## config.mk

```make
export PLATFORM = sky130hd
export DESIGN_NAME = tcp_fsm
export DESIGN_NICKNAME = d
export VERILOG_FILES = /design/src/tcp_pkg.sv /design/src/tcp_fsm.sv /design/src/tcp_delay.sv
export VERILOG_INCLUDE_DIRS = /design/src
export SDC_FILE = /design/constraint.sdc
export NUM_CORES = 1
export LEC_CHECK = 0
export ABC_AREA = 1
export CAP_MARGIN = 20
export CORE_MARGIN = 5
export CORE_UTILIZATION = 40
export DETAILED_ROUTE_END_ITERATION = 6
export DONT_BUFFER_PORTS = 1
export HOLD_SLACK_MARGIN = 0.06
export PLACE_DENSITY_LB_ADDON = 0.3
export SETUP_SLACK_MARGIN = 0.1
export SYNTH_ARGS = -nofsm -noshare
export SYNTH_HDL_FRONTEND = slang
export SYNTH_SLANG_ARGS = --single-unit
```

## constraint.sdc

```tcl
create_clock -name clock -period 3.39 [get_ports clock]
set_input_delay 1.017 -clock clock [delete_from_list [all_inputs] [get_ports clock]]
set_output_delay 1.017 -clock clock [all_outputs]
set_load 0.05 [all_outputs]
```

## src/tcp_defs.svh

```systemverilog
// Constants for the two-cell protection control logic
// Assumes a 20 MHz internal clock (50 ns period)
`ifndef TCP_DEFS_SVH
`define TCP_DEFS_SVH

// Clock rate in Hz
`define TCP_CLK_HZ          20000000
// Delay figures, in microseconds
`define TCP_OC_DET_US       1000000
`define TCP_OC_REL_US       40000
`define TCP_OD_DET_US       100000
`define TCP_OD_REL_US       1000
`define TCP_OI_DET_US       20000
`define TCP_OI_REL_US       1000
`define TCP_SC_DET_US       250
`define TCP_XC_DET_US       1500
`define TCP_XC_REL_US       1500
// Cycle counts derived from the figures
`define TCP_US2CYC(us)      ((us) * (`TCP_CLK_HZ / 1000000))
// Shortening divide factor in test mode
`define TCP_TEST_DIV        1000
// Counter width
`define TCP_CNT_W           25

`endif

```

## src/tcp_pkg.sv

```systemverilog
// Types for the two-cell protection control logic
// Assumes tcp_defs.svh supplies the numeric constants
package tcp_pkg;
  typedef logic [24:0] tcp_cnt_t;
endpackage

```

## src/tcp_fsm.sv

```systemverilog
// Two-cell protection control: delay qualification and gate control
// Assumes comparator levels arrive asynchronously and are synchronised here
//
// Notes on behaviour
// - Either cell overcharged for the detect delay drives charge gate low.
// - In overcharge, over-current detection is off, short-circuit stays active.
// - Both cells below release level restore charge gate after release delay.
// - Load node high with no load keeps charge gate low even with both cells below release level.
// - After overcharge release, excessive charger evaluation begins and can hold gate low.
// - Either cell overdischarged for the detect delay drives discharge gate low.
// - Confirmed overdischarge enters standby with monitoring stopped.
// - Confirmed overdischarge enables the pull-up resistor on charger-negative node.
// - Standby ends only when standby-release comparator fires; monitoring resumes.
// - After standby, both cells above level restore discharge gate after delay.
// - Over-current held for its delay drives discharge gate low.
// - Short-circuit drives discharge gate low after a shorter delay.
// - Confirmed over-current or short enables pull-down resistor on charger-negative node.
// - Over-current or short does not enter standby.
// - Excessive charger must persist 1.5 ms before charge gate goes low.
// - Excessive charger clearing restores charge gate after 1.5 ms.
// - Excessive charger count is held off during overdischarge.
// - Test input high shortens counter delays; board ties it low normally.
// - Overcharge detect 1.0 s, release 40.0 ms.
// - Overdischarge detect 100 ms, release 1.0 ms.
// - Over-current detect delay 20.0 ms.
// - Short-circuit delay 0.250 ms, not shortened by test input.
`timescale 1ns/1ps
`include "tcp_defs.svh"

module tcp_fsm (
  // Clock and reset
  input  wire logic clock,
  input  wire logic rst_n,
  // Comparator inputs, asynchronous
  input  wire logic overcharge_det,
  input  wire logic overcharge_rel_ok,
  input  wire logic overdischarge_det,
  input  wire logic overdischarge_rel_ok,
  input  wire logic load_node_above_oc,
  input  wire logic load_present,
  input  wire logic short_det,
  input  wire logic excess_charger_det,
  input  wire logic standby_release,
  input  wire logic test_shorten,
  // Gate and resistor controls
  output logic      charge_gate,
  output logic      discharge_gate,
  output logic      pullup_resistor_enable,
  output logic      pulldown_resistor_enable,
  output logic      standby
);
  ////////////////////////////////////////////////////////////////////////////
  // Input synchronisers
  localparam int NIN = 10;
  logic [NIN-1:0] raw;
  logic [NIN-1:0] s1_q;
  logic [NIN-1:0] s2_q;
  assign raw = {test_shorten, standby_release, excess_charger_det, short_det,
                load_present, load_node_above_oc, overdischarge_rel_ok,
                overdischarge_det, overcharge_rel_ok, overcharge_det};

  // Two flops per input
  genvar gi;
  generate
    for (gi = 0; gi < NIN; gi++) begin : g_sync
      always_ff @(posedge clock or negedge rst_n) begin
        if (!rst_n) begin
          s1_q[gi] <= 1'b0;
          s2_q[gi] <= 1'b0;
        end else begin
          s1_q[gi] <= raw[gi];
          s2_q[gi] <= s1_q[gi];
        end
      end
    end
  endgenerate

  logic oc_det, oc_rel, od_det, od_rel, node_hi, load_on, sc_det, xc_det, stb_rel, tst;
  assign {tst, stb_rel, xc_det, sc_det, load_on, node_hi, od_rel, od_det, oc_rel, oc_det} = s2_q;

  ////////////////////////////////////////////////////////////////////////////
  // Delay limits, shortened in test mode except short-circuit
  function automatic tcp_pkg::tcp_cnt_t lim(input longint cyc, input logic t);
    longint v;
    v = t ? cyc / `TCP_TEST_DIV : cyc;
    if (v < 1) v = 1;
    return tcp_pkg::tcp_cnt_t'(v);
  endfunction

  tcp_pkg::tcp_cnt_t l_ocd, l_ocr, l_odd, l_odr, l_oid, l_oir, l_scd, l_xcd, l_xcr;
  assign l_ocd = lim(`TCP_US2CYC(64'd`TCP_OC_DET_US), tst);
  assign l_ocr = lim(`TCP_US2CYC(64'd`TCP_OC_REL_US), tst);
  assign l_odd = lim(`TCP_US2CYC(64'd`TCP_OD_DET_US), tst);
  assign l_odr = lim(`TCP_US2CYC(64'd`TCP_OD_REL_US), tst);
  assign l_oid = lim(`TCP_US2CYC(64'd`TCP_OI_DET_US), tst);
  assign l_oir = lim(`TCP_US2CYC(64'd`TCP_OI_REL_US), tst);
  assign l_scd = lim(`TCP_US2CYC(64'd`TCP_SC_DET_US), 1'b0);
  assign l_xcd = lim(`TCP_US2CYC(64'd`TCP_XC_DET_US), tst);
  assign l_xcr = lim(`TCP_US2CYC(64'd`TCP_XC_REL_US), tst);

  ////////////////////////////////////////////////////////////////////////////
  // State flags
  logic oc_q, oc_d;     // Overcharge held
  logic od_q, od_d;     // Overdischarge held
  logic stb_q, stb_d;   // Standby
  logic oi_q, oi_d;     // Over-current or short held
  logic xc_q, xc_d;     // Excessive charger held

  // Qualifying conditions
  logic c_ocd, c_ocr, c_odd, c_odr, c_oid, c_oir, c_scd, c_xcd, c_xcr;
  logic d_ocd, d_ocr, d_odd, d_odr, d_oid, d_oir, d_scd, d_xcd, d_xcr;

  always_comb begin
    c_ocd = !oc_q && oc_det && !stb_q;
    c_ocr = oc_q && oc_rel && (!node_hi || load_on);
    c_odd = !od_q && od_det && !stb_q;
    c_odr = od_q && !stb_q && od_rel;
    c_oid = !oi_q && !oc_q && !od_q && node_hi;
    c_oir = oi_q && !node_hi;
    c_scd = !oi_q && !od_q && sc_det;
    c_xcd = !xc_q && !oc_q && !od_q && xc_det;
    c_xcr = xc_q && !xc_det;
  end

  // One timer per condition
  tcp_delay u_ocd (.clock(clock), .rst_n(rst_n), .cond(c_ocd), .limit(l_ocd), .done(d_ocd));
  tcp_delay u_ocr (.clock(clock), .rst_n(rst_n), .cond(c_ocr), .limit(l_ocr), .done(d_ocr));
  tcp_delay u_odd (.clock(clock), .rst_n(rst_n), .cond(c_odd), .limit(l_odd), .done(d_odd));
  tcp_delay u_odr (.clock(clock), .rst_n(rst_n), .cond(c_odr), .limit(l_odr), .done(d_odr));
  tcp_delay u_oid (.clock(clock), .rst_n(rst_n), .cond(c_oid), .limit(l_oid), .done(d_oid));
  tcp_delay u_oir (.clock(clock), .rst_n(rst_n), .cond(c_oir), .limit(l_oir), .done(d_oir));
  tcp_delay u_scd (.clock(clock), .rst_n(rst_n), .cond(c_scd), .limit(l_scd), .done(d_scd));
  tcp_delay u_xcd (.clock(clock), .rst_n(rst_n), .cond(c_xcd), .limit(l_xcd), .done(d_xcd));
  tcp_delay u_xcr (.clock(clock), .rst_n(rst_n), .cond(c_xcr), .limit(l_xcr), .done(d_xcr));

  ////////////////////////////////////////////////////////////////////////////
  // Next-state for protection flags
  always_comb begin
    oc_d  = oc_q;
    od_d  = od_q;
    stb_d = stb_q;
    oi_d  = oi_q;
    xc_d  = xc_q;
    if (d_ocd) oc_d = 1'b1;
    if (d_ocr) oc_d = 1'b0;
    if (d_oid || d_scd) oi_d = 1'b1;
    if (d_oir) oi_d = 1'b0;
    // Overdischarge last, so it cancels a same-cycle over-current
    if (d_odd) begin
      od_d  = 1'b1;
      stb_d = 1'b1;
      oi_d  = 1'b0;
    end
    if (stb_q && stb_rel) stb_d = 1'b0;
    if (d_odr) od_d = 1'b0;
    if (d_xcd) xc_d = 1'b1;
    if (d_xcr) xc_d = 1'b0;
  end

  // Register protection flags
  always_ff @(posedge clock or negedge rst_n) begin
    if (!rst_n) begin
      oc_q  <= 1'b0;
      od_q  <= 1'b0;
      stb_q <= 1'b0;
      oi_q  <= 1'b0;
      xc_q  <= 1'b0;
    end else begin
      oc_q  <= oc_d;
      od_q  <= od_d;
      stb_q <= stb_d;
      oi_q  <= oi_d;
      xc_q  <= xc_d;
    end
  end

  ////////////////////////////////////////////////////////////////////////////
  // Gate and resistor outputs, all from flags
  logic cg_q, cg_d;
  logic dg_q, dg_d;
  logic pu_q, pu_d;
  logic pd_q, pd_d;

  // Next gate and resistor levels from the next flag values
  always_comb begin
    cg_d = !(oc_d || xc_d);
    dg_d = !(od_d || oi_d);
    pu_d = od_d;
    pd_d = oi_d && !od_d;
  end

  // Register gate and resistor outputs, gates on after reset
  always_ff @(posedge clock or negedge rst_n) begin
    if (!rst_n) begin
      cg_q <= 1'b1;
      dg_q <= 1'b1;
      pu_q <= 1'b0;
      pd_q <= 1'b0;
    end else begin
      cg_q <= cg_d;
      dg_q <= dg_d;
      pu_q <= pu_d;
      pd_q <= pd_d;
    end
  end

  assign charge_gate              = cg_q;
  assign discharge_gate           = dg_q;
  assign pullup_resistor_enable   = pu_q;
  assign pulldown_resistor_enable = pd_q;
  assign standby                  = stb_q;

  ////////////////////////////////////////////////////////////////////////////
  // Checker run lengths, kept apart from the delay timers
  tcp_pkg::tcp_cnt_t ocd_run_q, ocd_run_d;
  tcp_pkg::tcp_cnt_t odd_run_q, odd_run_d;
  tcp_pkg::tcp_cnt_t oid_run_q, oid_run_d;
  tcp_pkg::tcp_cnt_t scd_run_q, scd_run_d;

  // Consecutive cycles of each pending overcharge, overdischarge, over-current and short detection, saturating
  always_comb begin
    ocd_run_d = '0;
    odd_run_d = '0;
    oid_run_d = '0;
    scd_run_d = '0;
    if (c_ocd) ocd_run_d = (&ocd_run_q) ? ocd_run_q : ocd_run_q + 25'h0000001;
    if (c_odd) odd_run_d = (&odd_run_q) ? odd_run_q : odd_run_q + 25'h0000001;
    if (c_oid) oid_run_d = (&oid_run_q) ? oid_run_q : oid_run_q + 25'h0000001;
    if (c_scd) scd_run_d = (&scd_run_q) ? scd_run_q : scd_run_q + 25'h0000001;
  end

  // Register run lengths
  always_ff @(posedge clock or negedge rst_n) begin
    if (!rst_n) begin
      ocd_run_q <= '0;
      odd_run_q <= '0;
      oid_run_q <= '0;
      scd_run_q <= '0;
    end else begin
      ocd_run_q <= ocd_run_d;
      odd_run_q <= odd_run_d;
      oid_run_q <= oid_run_d;
      scd_run_q <= scd_run_d;
    end
  end

  ////////////////////////////////////////////////////////////////////////////
  // Checks on flags, gates and resistors
  a_oc_gate_low: assert property (@(posedge clock) disable iff (!rst_n)
    oc_q |-> !charge_gate)
    else $error("charge gate high during overcharge");
  a_od_gate_low: assert property (@(posedge clock) disable iff (!rst_n)
    od_q |-> !discharge_gate)
    else $error("discharge gate high in overdischarge");
  a_od_standby: assert property (@(posedge clock) disable iff (!rst_n)
    $rose(od_q) |-> stb_q)
    else $error("no standby after overdischarge");
  a_od_pullup: assert property (@(posedge clock) disable iff (!rst_n)
    $rose(od_q) |=> pullup_resistor_enable)
    else $error("pull-up not enabled");
  a_stb_hold: assert property (@(posedge clock) disable iff (!rst_n)
    $fell(stb_q) |-> $past(stb_rel))
    else $error("standby left without release");
  a_oi_pulldown: assert property (@(posedge clock) disable iff (!rst_n)
    $rose(oi_q) |=> pulldown_resistor_enable || od_q)
    else $error("pull-down missing");
  a_pd_oi: assert property (@(posedge clock) disable iff (!rst_n)
    pulldown_resistor_enable |-> oi_q)
    else $error("pull-down on without over-current");
  a_oi_nostb: assert property (@(posedge clock) disable iff (!rst_n)
    $rose(oi_q) |-> !$rose(stb_q))
    else $error("standby after over-current");
  a_oc_noci: assert property (@(posedge clock) disable iff (!rst_n)
    oc_q |-> !c_oid)
    else $error("over-current counted in overcharge");
  a_xc_hold: assert property (@(posedge clock) disable iff (!rst_n)
    od_q |-> !c_xcd)
    else $error("excess charger counted in overdischarge");
  a_sc_fixed: assert property (@(posedge clock) disable iff (!rst_n)
    l_scd == 25'h0001388)
    else $error("short delay not 0.25 ms");
  a_sc_shorter: assert property (@(posedge clock) disable iff (!rst_n)
    !tst |-> (l_scd < l_oid))
    else $error("short delay not below over-current delay");

  // Timing checks against the independent run lengths, then release-condition checks
  a_oc_det_time: assert property (@(posedge clock) disable iff (!rst_n)
    $rose(oc_q) |-> (ocd_run_q >= l_ocd))
    else $error("overcharge confirmed early");
  a_od_det_time: assert property (@(posedge clock) disable iff (!rst_n)
    $rose(od_q) |-> (odd_run_q >= l_odd))
    else $error("overdischarge confirmed early");
  a_oi_det_time: assert property (@(posedge clock) disable iff (!rst_n)
    $rose(oi_q) |-> (oid_run_q >= l_oid) || (scd_run_q >= l_scd))
    else $error("over-current or short confirmed early");
  a_oc_release: assert property (@(posedge clock) disable iff (!rst_n)
    $fell(oc_q) |-> $past(oc_rel && (!node_hi || load_on)))
    else $error("overcharge released without release level");
  a_od_release: assert property (@(posedge clock) disable iff (!rst_n)
    $fell(od_q) |-> $past(od_rel && !stb_q))
    else $error("overdischarge released in standby or low cell");
endmodule

```

## src/tcp_delay.sv

```systemverilog
// Qualifying delay timer: output rises once input held for limit cycles
// Assumes input synchronous to clock; limit stable while counting
`timescale 1ns/1ps
`include "tcp_defs.svh"

module tcp_delay (
  // Clock and reset
  input  wire logic          clock,
  input  wire logic          rst_n,
  // Condition and limit
  input  wire logic          cond,
  input  wire tcp_pkg::tcp_cnt_t limit,
  // Qualified result
  output logic               done
);
  tcp_pkg::tcp_cnt_t cnt_q;
  tcp_pkg::tcp_cnt_t cnt_d;
  logic              done_q;
  logic              done_d;

  // Count while condition holds, restart when it drops
  always_comb begin
    cnt_d  = cnt_q;
    done_d = 1'b0;
    if (!cond) begin
      cnt_d = '0;
    end else if (cnt_q >= limit - 25'h0000001) begin
      done_d = 1'b1;
    end else begin
      cnt_d = cnt_q + 25'h0000001;
    end
  end

  // Register counter state
  always_ff @(posedge clock or negedge rst_n) begin
    if (!rst_n) begin
      cnt_q  <= '0;
      done_q <= 1'b0;
    end else begin
      cnt_q  <= cnt_d;
      done_q <= done_d;
    end
  end

  // Gated by the condition so a condition lost in the last cycle never fires
  assign done = done_q & cond;
endmodule

```

Word-level counts from Yosys, hierarchy flattened
Cells that the tools add are included.

Add/sub/neg operators: 15. $lt $le $gt $ge: 15. Eq/ne operators: 9. Mux-type cells: 59. Bitwise gates (word level): 9. Reductions and logical operators: 35.

Operators with widths (number): two-way mux 25 bit (25); adder 25 x 1 -> 25 bit (second input constant) (9); greater-or-equal comparator 25 bit (8); subtractor 25 x 1 -> 25 bit (second input constant) (6); < comparator 15 x 1 -> 1 bit (second input constant) (2); two-way mux 15 bit (2); two-way mux 1 bit (29); greater-or-equal comparator 25 x 13 -> 1 bit (second input constant) (1); < comparator 25 x 1 -> 1 bit (second input constant) (1); < comparator 21 x 1 -> 1 bit (second input constant) (1); two-way mux 21 bit (1); logical AND 1 bit (20); < comparator 20 x 1 -> 1 bit (second input constant) (1); two-way mux 20 bit (1); < comparator 19 x 1 -> 1 bit (second input constant) (1); two-way mux 19 bit (1); != test 2 bit (second input constant) (9); zero test 1 bit (10); AND 1 bit (9); logical OR 1 bit (4); nonzero test 2 bit (1).

Bits in registers: 262. Input port bits: 12.

Longest topological paths before layout
Gate-level depths: netlist of run 1.

Depth in word-level cells: 11. Depth in mapped cells: 12.

Hierarchy
Synthesis of run 1 repeated with hierarchy kept, for this count alone.

Cell total of the unflattened synthesis: 4444. Area, all modules: 28665.0 um^2.

By module, submodules not included: tcp_delay at u_ocd ... (instances 8, cells an instance 486, area each 3084.2 um^2); tcp_delay at u_odr (instances 1, cells an instance 487, area each 3115.5 um^2); tcp_fsm (instances 1, cells an instance 69, area each 875.8 um^2).

Worst setup path after synthesis of run 1
Ideal clock, no wire load.

Path kind: register -> register. Start point: register s2_q[9], in the netlist tst. End point: register u_ocd.cnt_q[10]. Setup time: 0.117 ns. Arrival time: 3.140 ns. Data required time: 3.273 ns. Path slack: 0.133 ns. Stages on the path, launching flop included: 13. Clock period less this slack: 3.257 ns. Cell sequence: dfrtp_1 inv_1 ha_1 nand2_1 nor2_4 nand2_1 nand3_1 nand2_1 inv_2 nor2_8 buf_6 nand4_1 nand2_1.

Longest elaborated chain between the ends: 6.

Ends and longest elaborated chain: start: declaration (RTL line tcp_fsm.sv:57) `logic [NIN-1:0] s2_q;`; start signal: indexed assignment (RTL line tcp_fsm.sv:72) `s2_q[gi] <= s1_q[gi];`; two-way mux 25 bit (*) (RTL line tcp_fsm.sv:85) `` v = t ? cyc / `TCP_TEST_DIV : cyc; ``; < comparator 25 x 1 -> 1 bit (RTL line tcp_fsm.sv:86) `if (v < 1) v = 1;`; two-way mux 25 bit (*) (RTL line tcp_fsm.sv:86); subtractor 25 x 1 -> 25 bit (*) (RTL line tcp_delay.sv:27) `end else if (cnt_q >= limit - 25'h0000001) begin`; greater-or-equal comparator 25 bit (*) (RTL line tcp_delay.sv:27); != test 2 bit (no line) (*); end signal: assignment (RTL line tcp_delay.sv:40) `cnt_q <= cnt_d;`; end: declaration (RTL line tcp_delay.sv:16) `tcp_pkg::tcp_cnt_t cnt_q;`.

Mark *: on every way between the ends. The rest lies on a longest branch, timed or not. A chain may end at the register's enable or synchronous reset.

Worst setup path in the final report of run 1
Start point: register s2_q[9], in the netlist tst. End point: register u_xcd.cnt_q[6].

Longest elaborated chain between the ends: 6.

Ends and longest elaborated chain (RTL line): two-way mux 15 bit (*) (tcp_fsm.sv:85); < comparator 15 x 1 -> 1 bit (tcp_fsm.sv:86); two-way mux 25 bit (*) (tcp_fsm.sv:86); subtractor 25 x 1 -> 25 bit (*) (tcp_delay.sv:27); greater-or-equal comparator 25 bit (*) (tcp_delay.sv:27); != test 2 bit (no line) (*); end signal: assignment (tcp_delay.sv:40); end: declaration (tcp_delay.sv:16).

Marks and branches as above.

==> out/metrics.yaml, run 1 <==
status: "finished clean"
synthMuxAreaShare: 0
syn-num-nets: 2492
ys_warn_count: 0
hold_viol_final: 0
cap_violations: 0
antenna_left: 0
min_period_ns: 2.83
grt_pass1_wl_um: 67600
period_share: 0.834
antenna-diode-count: 0
num-nets-final: 2471
ys.flop_type: "dfrtp_1"
grt_antenna_before_repair: 0
cp_data_arrival_time_ns: 3.30
place_inst: 2885
cp-start-kind: "flip-flop"
synth.area.top_cells: "dfrtp_1, nand2_1, nor2_1"
die_y_um: 217
setup_violations: 0
via_per_inst: 5.01
slew_violations: 0
syn-instance-count: 2403
cts_resized: 0
post-cts-setup-buffers: 0
power_leakage_nw: 9.33
vias: 14800
yosys.area_share.adder: 0.0562
grt_usage: 0.167
slew_headroom: 0.467
rsz0062_at_grt: "false"
routabilityCongestion: 0.936
reg2reg_slack_ns: 0.56
clkSinkCount: 262
cts_root_buf: "clkbuf_16"
clock.fmax_mhz: 354
synth_compound_area_frac: 0.0223
layoutNonFillerInstCount: 2946
core_area_um2: 42100
fin_setup_tns_ns: 0
finalClockSkew_ns: 0.0202
post_drt_wl_per_cell_um: 13.0
place_hpwl_um: 26800
dr.pass1.iters: 5
initial_core_util: 0.407
row_count: 75
ys_ff_latch: 262
wl_um: 38400
drive_gt1_frac: 0.0644
critPathRequiredTime_ns: 3.86
clk_pin_slew_ns: 0.06
p_total_mw: 7.23
synthArstFlopShare: 1.00
grt_pass1_vias: 14200
synth.distinct_cells: 44
synth_top_family_by_area: "simple AND/OR/NAND/NOR gates"
cp_max_fo: 40
synthXorXnorAreaFrac: 0.0516
synth_area_per_cell_um2: 7.13
ff2ff_path_depth: 13
overflow: 0
peakVddDrop_v: 0.000397
synth.most_common_cell: "nand2_1"
end_kind: "flip-flop"
hold_class: "in2async"
final_util: 0.444
final_area_um2: 18700
cts_hold_buf: 0
syn-cell-area_um2: 17100
ios: 17
yosys.area.top_type: "dfrtp_1"
area_growth_pct: 9.23
worstSetupPathType: "reg2reg"
cts_buffers: 34
synthSimpleGateAreaFrac: 0.404
io_buffers: 0
synth_top_area_share: 0.380
htree_num_levels: 2
seq_area_frac_synth: 0.383
p_per_area_nw_per_um2: 386
tightest_slew_ns: 0.792
die_area_um2: 47100
cts_buffer_depth: 3
grt_max_degree: 263
dieWidth_um: 217
place_area_um2: 17500
yosys-top-cells-count: "nand2_1, nor2_1, nand3_1"
drcViolationCount: 0
clock_latency_ns: 0.53
synth_edf_count: 0
cts_tree: "built"
drtIter0Drc: 831
[per-stage QoR]
step	setup WS (ns)	hold WS (ns)
6_report	0.563	0.192
5_1_grt	0.318	0.173
4_1_cts	0.563	0.166
3_5_place_dp	0.571	0.335
3_3_place_gp	0.645	0.335
2_1_floorplan	0.133	0.331
[kinds of logic (layout without fill, tap and decap cells)]
family,after synthesis,count (layout)
AOI/OAI and AO/OA,64,64
xor gates and xnor gates,101,101
adders and majority gates,77,77
buffers and inverters,336,340
DFF,262,262
and+or+nand+nor,1563,1563
[layout by cell type (no fill, tap or decap), types with 15 or more instances in the layout]
cell and n:
nand3_1 283, nand2_2 16, dfrtp_1 259, xnor2_1 19, nand3_2 25, nand4_1 82
buf_4 15, nor2_1 400, clkbuf_16 35, xor2_1 82, nor3_1 24, nand2_1 673
a21oi_1 30, inv_1 251, nand3b_1 24, ha_1 77
[state kept, by name, summed over array words and instances (netlist names), 10 cells and up]
signal       cells
u_oid.cnt_q     25
u_ocd.cnt_q     25
u_xcr.cnt_q     25
u_odr.cnt_q     25
u_odd.cnt_q     25
s1_q            10
u_scd.cnt_q     25
u_ocr.cnt_q     25
u_xcd.cnt_q     25
u_oir.cnt_q     25
[report_power, final]
| group | total [mW] | internal [mW] | leakage, nW | switching, mW |
|---|---|---|---|---|
| sequential | 3.18 | 3.16 | 3.59 | 0.0269 |
| clock | 3.85 | 2.47 | 0.600 | 1.38 |
| combinational | 0.191 | 0.0588 | 5.14 | 0.132 |
| total | 7.23 | 5.68 | 9.33 | 1.54 |
[critical path, cell delays in order, from the launching register on]
cell,delay [ns]
dfrtp_2,0.36
buf_4,0.48
ha_1,0.35
inv_1,0.06
nor2_1,0.05
nand2_1,0.08
nand2_1,0.05
nand2_1,0.05
nand2_1,0.06
nor2_2,0.47
nand2_2,0.34
nand2_1,0.27
nand2_1,0.08
nand2_1,0.07
[cell type report]
cell class | instances | area, um^2
multi-input combinational | 1805 | 9160
fill | 4221 | 23400
tap | 539 | 674
inverter | 264 | 991
timing repair buffer | 15 | 113
sequential | 262 | 6560
clock inverter | 13 | 204
clock buffer | 48 | 1010
[final timing paths]
kind                            startpoint        endpoint
worst min-delay path                 rst_n  u_odd.cnt_q[4]
worst max-delay path                   tst  u_xcd.cnt_q[6]
worst min register to register     s1_q[3]          od_rel
max in group asynchronous            rst_n         load_on
min in group clock                 s1_q[3]          od_rel
worst max register to register         tst  u_xcd.cnt_q[6]
[per-layer routing]
metal  vias up  part of all wire  GRT usage  wire, um
met5         -                 0          0         0
met4         0             0.022     0.0508       829
met3        58             0.039     0.0261      1500
met1      6857              0.48      0.229     18600
met2       239              0.46      0.273     17500
li1       7616                 -          -         -
Note: power is estimated with default switching activity, not from simulation.
==> run 2, diff against run 1 <==
clock period = 2.3 ns   (was 3.39 ns; I/O delays follow)
==> out/metrics.yaml, run 2 (same netlist as run 1, synthesis figures left out) <==
cts_buffers: 31
min_period_ns: 2.15
routabilityCongestion: 0.930
finalClockSkew_ns: 0.0140
cp_data_arrival_time_ns: 2.66
tightest_slew_ns: 0.750
grt_usage: 0.166
cp-start-kind: "flip-flop"
grt_pass1_wl_um: 67600
post_drt_wl_per_cell_um: 13.4
p_total_mw: 10.1
num-nets-final: 2524
htree_num_levels: 1
end_kind: "flip-flop"
grt_max_degree: 263
sw_frac_of_total: 0.227
hold_viol_final: 260
row_count: 75
place_inst: 2923
final_area_um2: 19400
overflow: 0
violations: "negative hold slack"
place_hpwl_um: 27500
hold_class: "in2async"
period_share: 0.935
core_area_um2: 42100
via_per_inst: 4.99
wl_um: 40200
drtIter0Drc: 930
slew_headroom: 0.495
final_common_cell: "nand2_1"
clock.fmax_mhz: 465
grt_antenna_before_repair: 0
die_y_um: 217
io_buffers: 0
drive_gt1_frac: 0.0996
antenna_left: 0
rsz0062_at_grt: "true"
dieWidth_um: 217
peakVddDrop_v: 0.000521
fillers: 4185
power.share.clock: 0.501
area_growth_pct: 13.0
initial_core_util: 0.407
dr.pass1.iters: 5
layout_common_cells: "nand2_1, nor2_1, nand3_1"
place_area_um2: 17800
vias: 15000
power_switching_mw: 2.29
drcViolationCount: 0
critPathRequiredTime_ns: 2.81
clock_latency_ns: 0.58
internal_power_mw: 7.77
cts_root_buf: "clkbuf_16"
cts_buffer_depth: 3
slew_violations: 0
p_seq_frac: 0.466
status: "complete, but fails checks"
layoutNonFillerInstCount: 3000
worstSetupPathType: "reg2reg"
p_per_area_nw_per_um2: 520
power_leakage_nw: 9.61
ios: 17
setup_violations: 0
die_area_um2: 47100
holdWs_ns: -0.177
p_comb_frac: 0.033
cts_tree: "built"
grt_pass1_vias: 14100
clkSinkCount: 262
cap_violations: 0
cp_max_fo: 11
clk_pin_slew_ns: 0.06
run 2: through the flow:
step,hold slack (ns),TNS [ns],setup WS [ns],utilization
after floorplan,0.331,-2.95,-0.0694,-
after detailed placement,0.335,-0.873,-0.0390,0.423
final,-0.177,0,0.150,0.459
after CTS,-0.213,0,0.106,0.451
after global placement,0.335,0,0.0546,0.423
after global routing,-0.213,-0.00965,-0.00857,0.459
run 2: critical path, cell delays in order, from the launching register on:
cell	delay, ns
dfrtp_4	0.51
buf_4	0.21
ha_1	0.31
nand2_1	0.07
nor2_2	0.14
nand2_1	0.11
nor2_1	0.13
nand2_1	0.11
nand3_4	0.14
buf_4	0.18
nand3_1	0.08
nand2_1	0.08
run 2: per-layer routing:
layer  GRT usage  part of all wire  routed length [um]  vias up
met4      0.0396             0.020                 811        0
met2       0.272              0.46               18500      250
met1       0.233              0.48               19300     6948
li1            -                 -                   -     7715
met3      0.0246             0.039                1560       53
met5           0                 0                   0        -
run 2: layout make-up:
cell class                      count  area [um^2]  share of cell area
Multi-Input combinational cell   1806         9410               0.486
Sequential cell                   262         6560               0.339
Inverter                          264          991              0.0512
Clock buffer                       40          870              0.0449
Tap cell                          539          674              0.0348
Timing Repair Buffer               70          652              0.0337
Clock inverter                     18          190             0.00983
Antenna cell                        1         2.50            0.000129
run 2: power by group through the flow:
| stage | registers, mW | logic, mW | clock network [mW] |
|---|---|---|---|
| 6_report | 4.69 | 0.329 | 5.04 |
| 5_1_grt | 4.69 | 0.374 | 5.36 |
| 4_1_cts | 4.69 | 0.308 | 5.20 |
| 3_5_place_dp | 4.78 | 0.295 | 0 |
| 3_3_place_gp | 4.77 | 0.284 | 0 |
| 2_1_floorplan | 4.77 | 0.212 | 0 |
run 2: what timing repair did:
action | 4_1_cts | 5_1_grt
hold endpoints to repair | 261 | 261
setup endpoints to repair | 129 | 150
pin swaps | 3 | 8
gates cloned | 0 | 2
setup buffers | 10 | 6
gates resized for setup | 2 | 53
run 2: final timing paths:
| check | start | endpoint | slack (ns) | cells past startpoint |
|---|---|---|---|---|
| worst max-delay path | tst | u_ocr.cnt_q[13] | 0.15 | 11 |
| worst min-delay path | rst_n | u_xcr.cnt_q[22] | -0.18 | 0 |
| worst max register to register | tst | u_ocr.cnt_q[13] | 0.15 | 11 |
| worst min register to register | s1_q[8] | stb_rel | 0.35 | 0 |
| max in group asynchronous | rst_n | discharge_gate | 2.09 | 0 |
| min in group clock | overcharge_det | s1_q[0] | 0.14 | 0 |
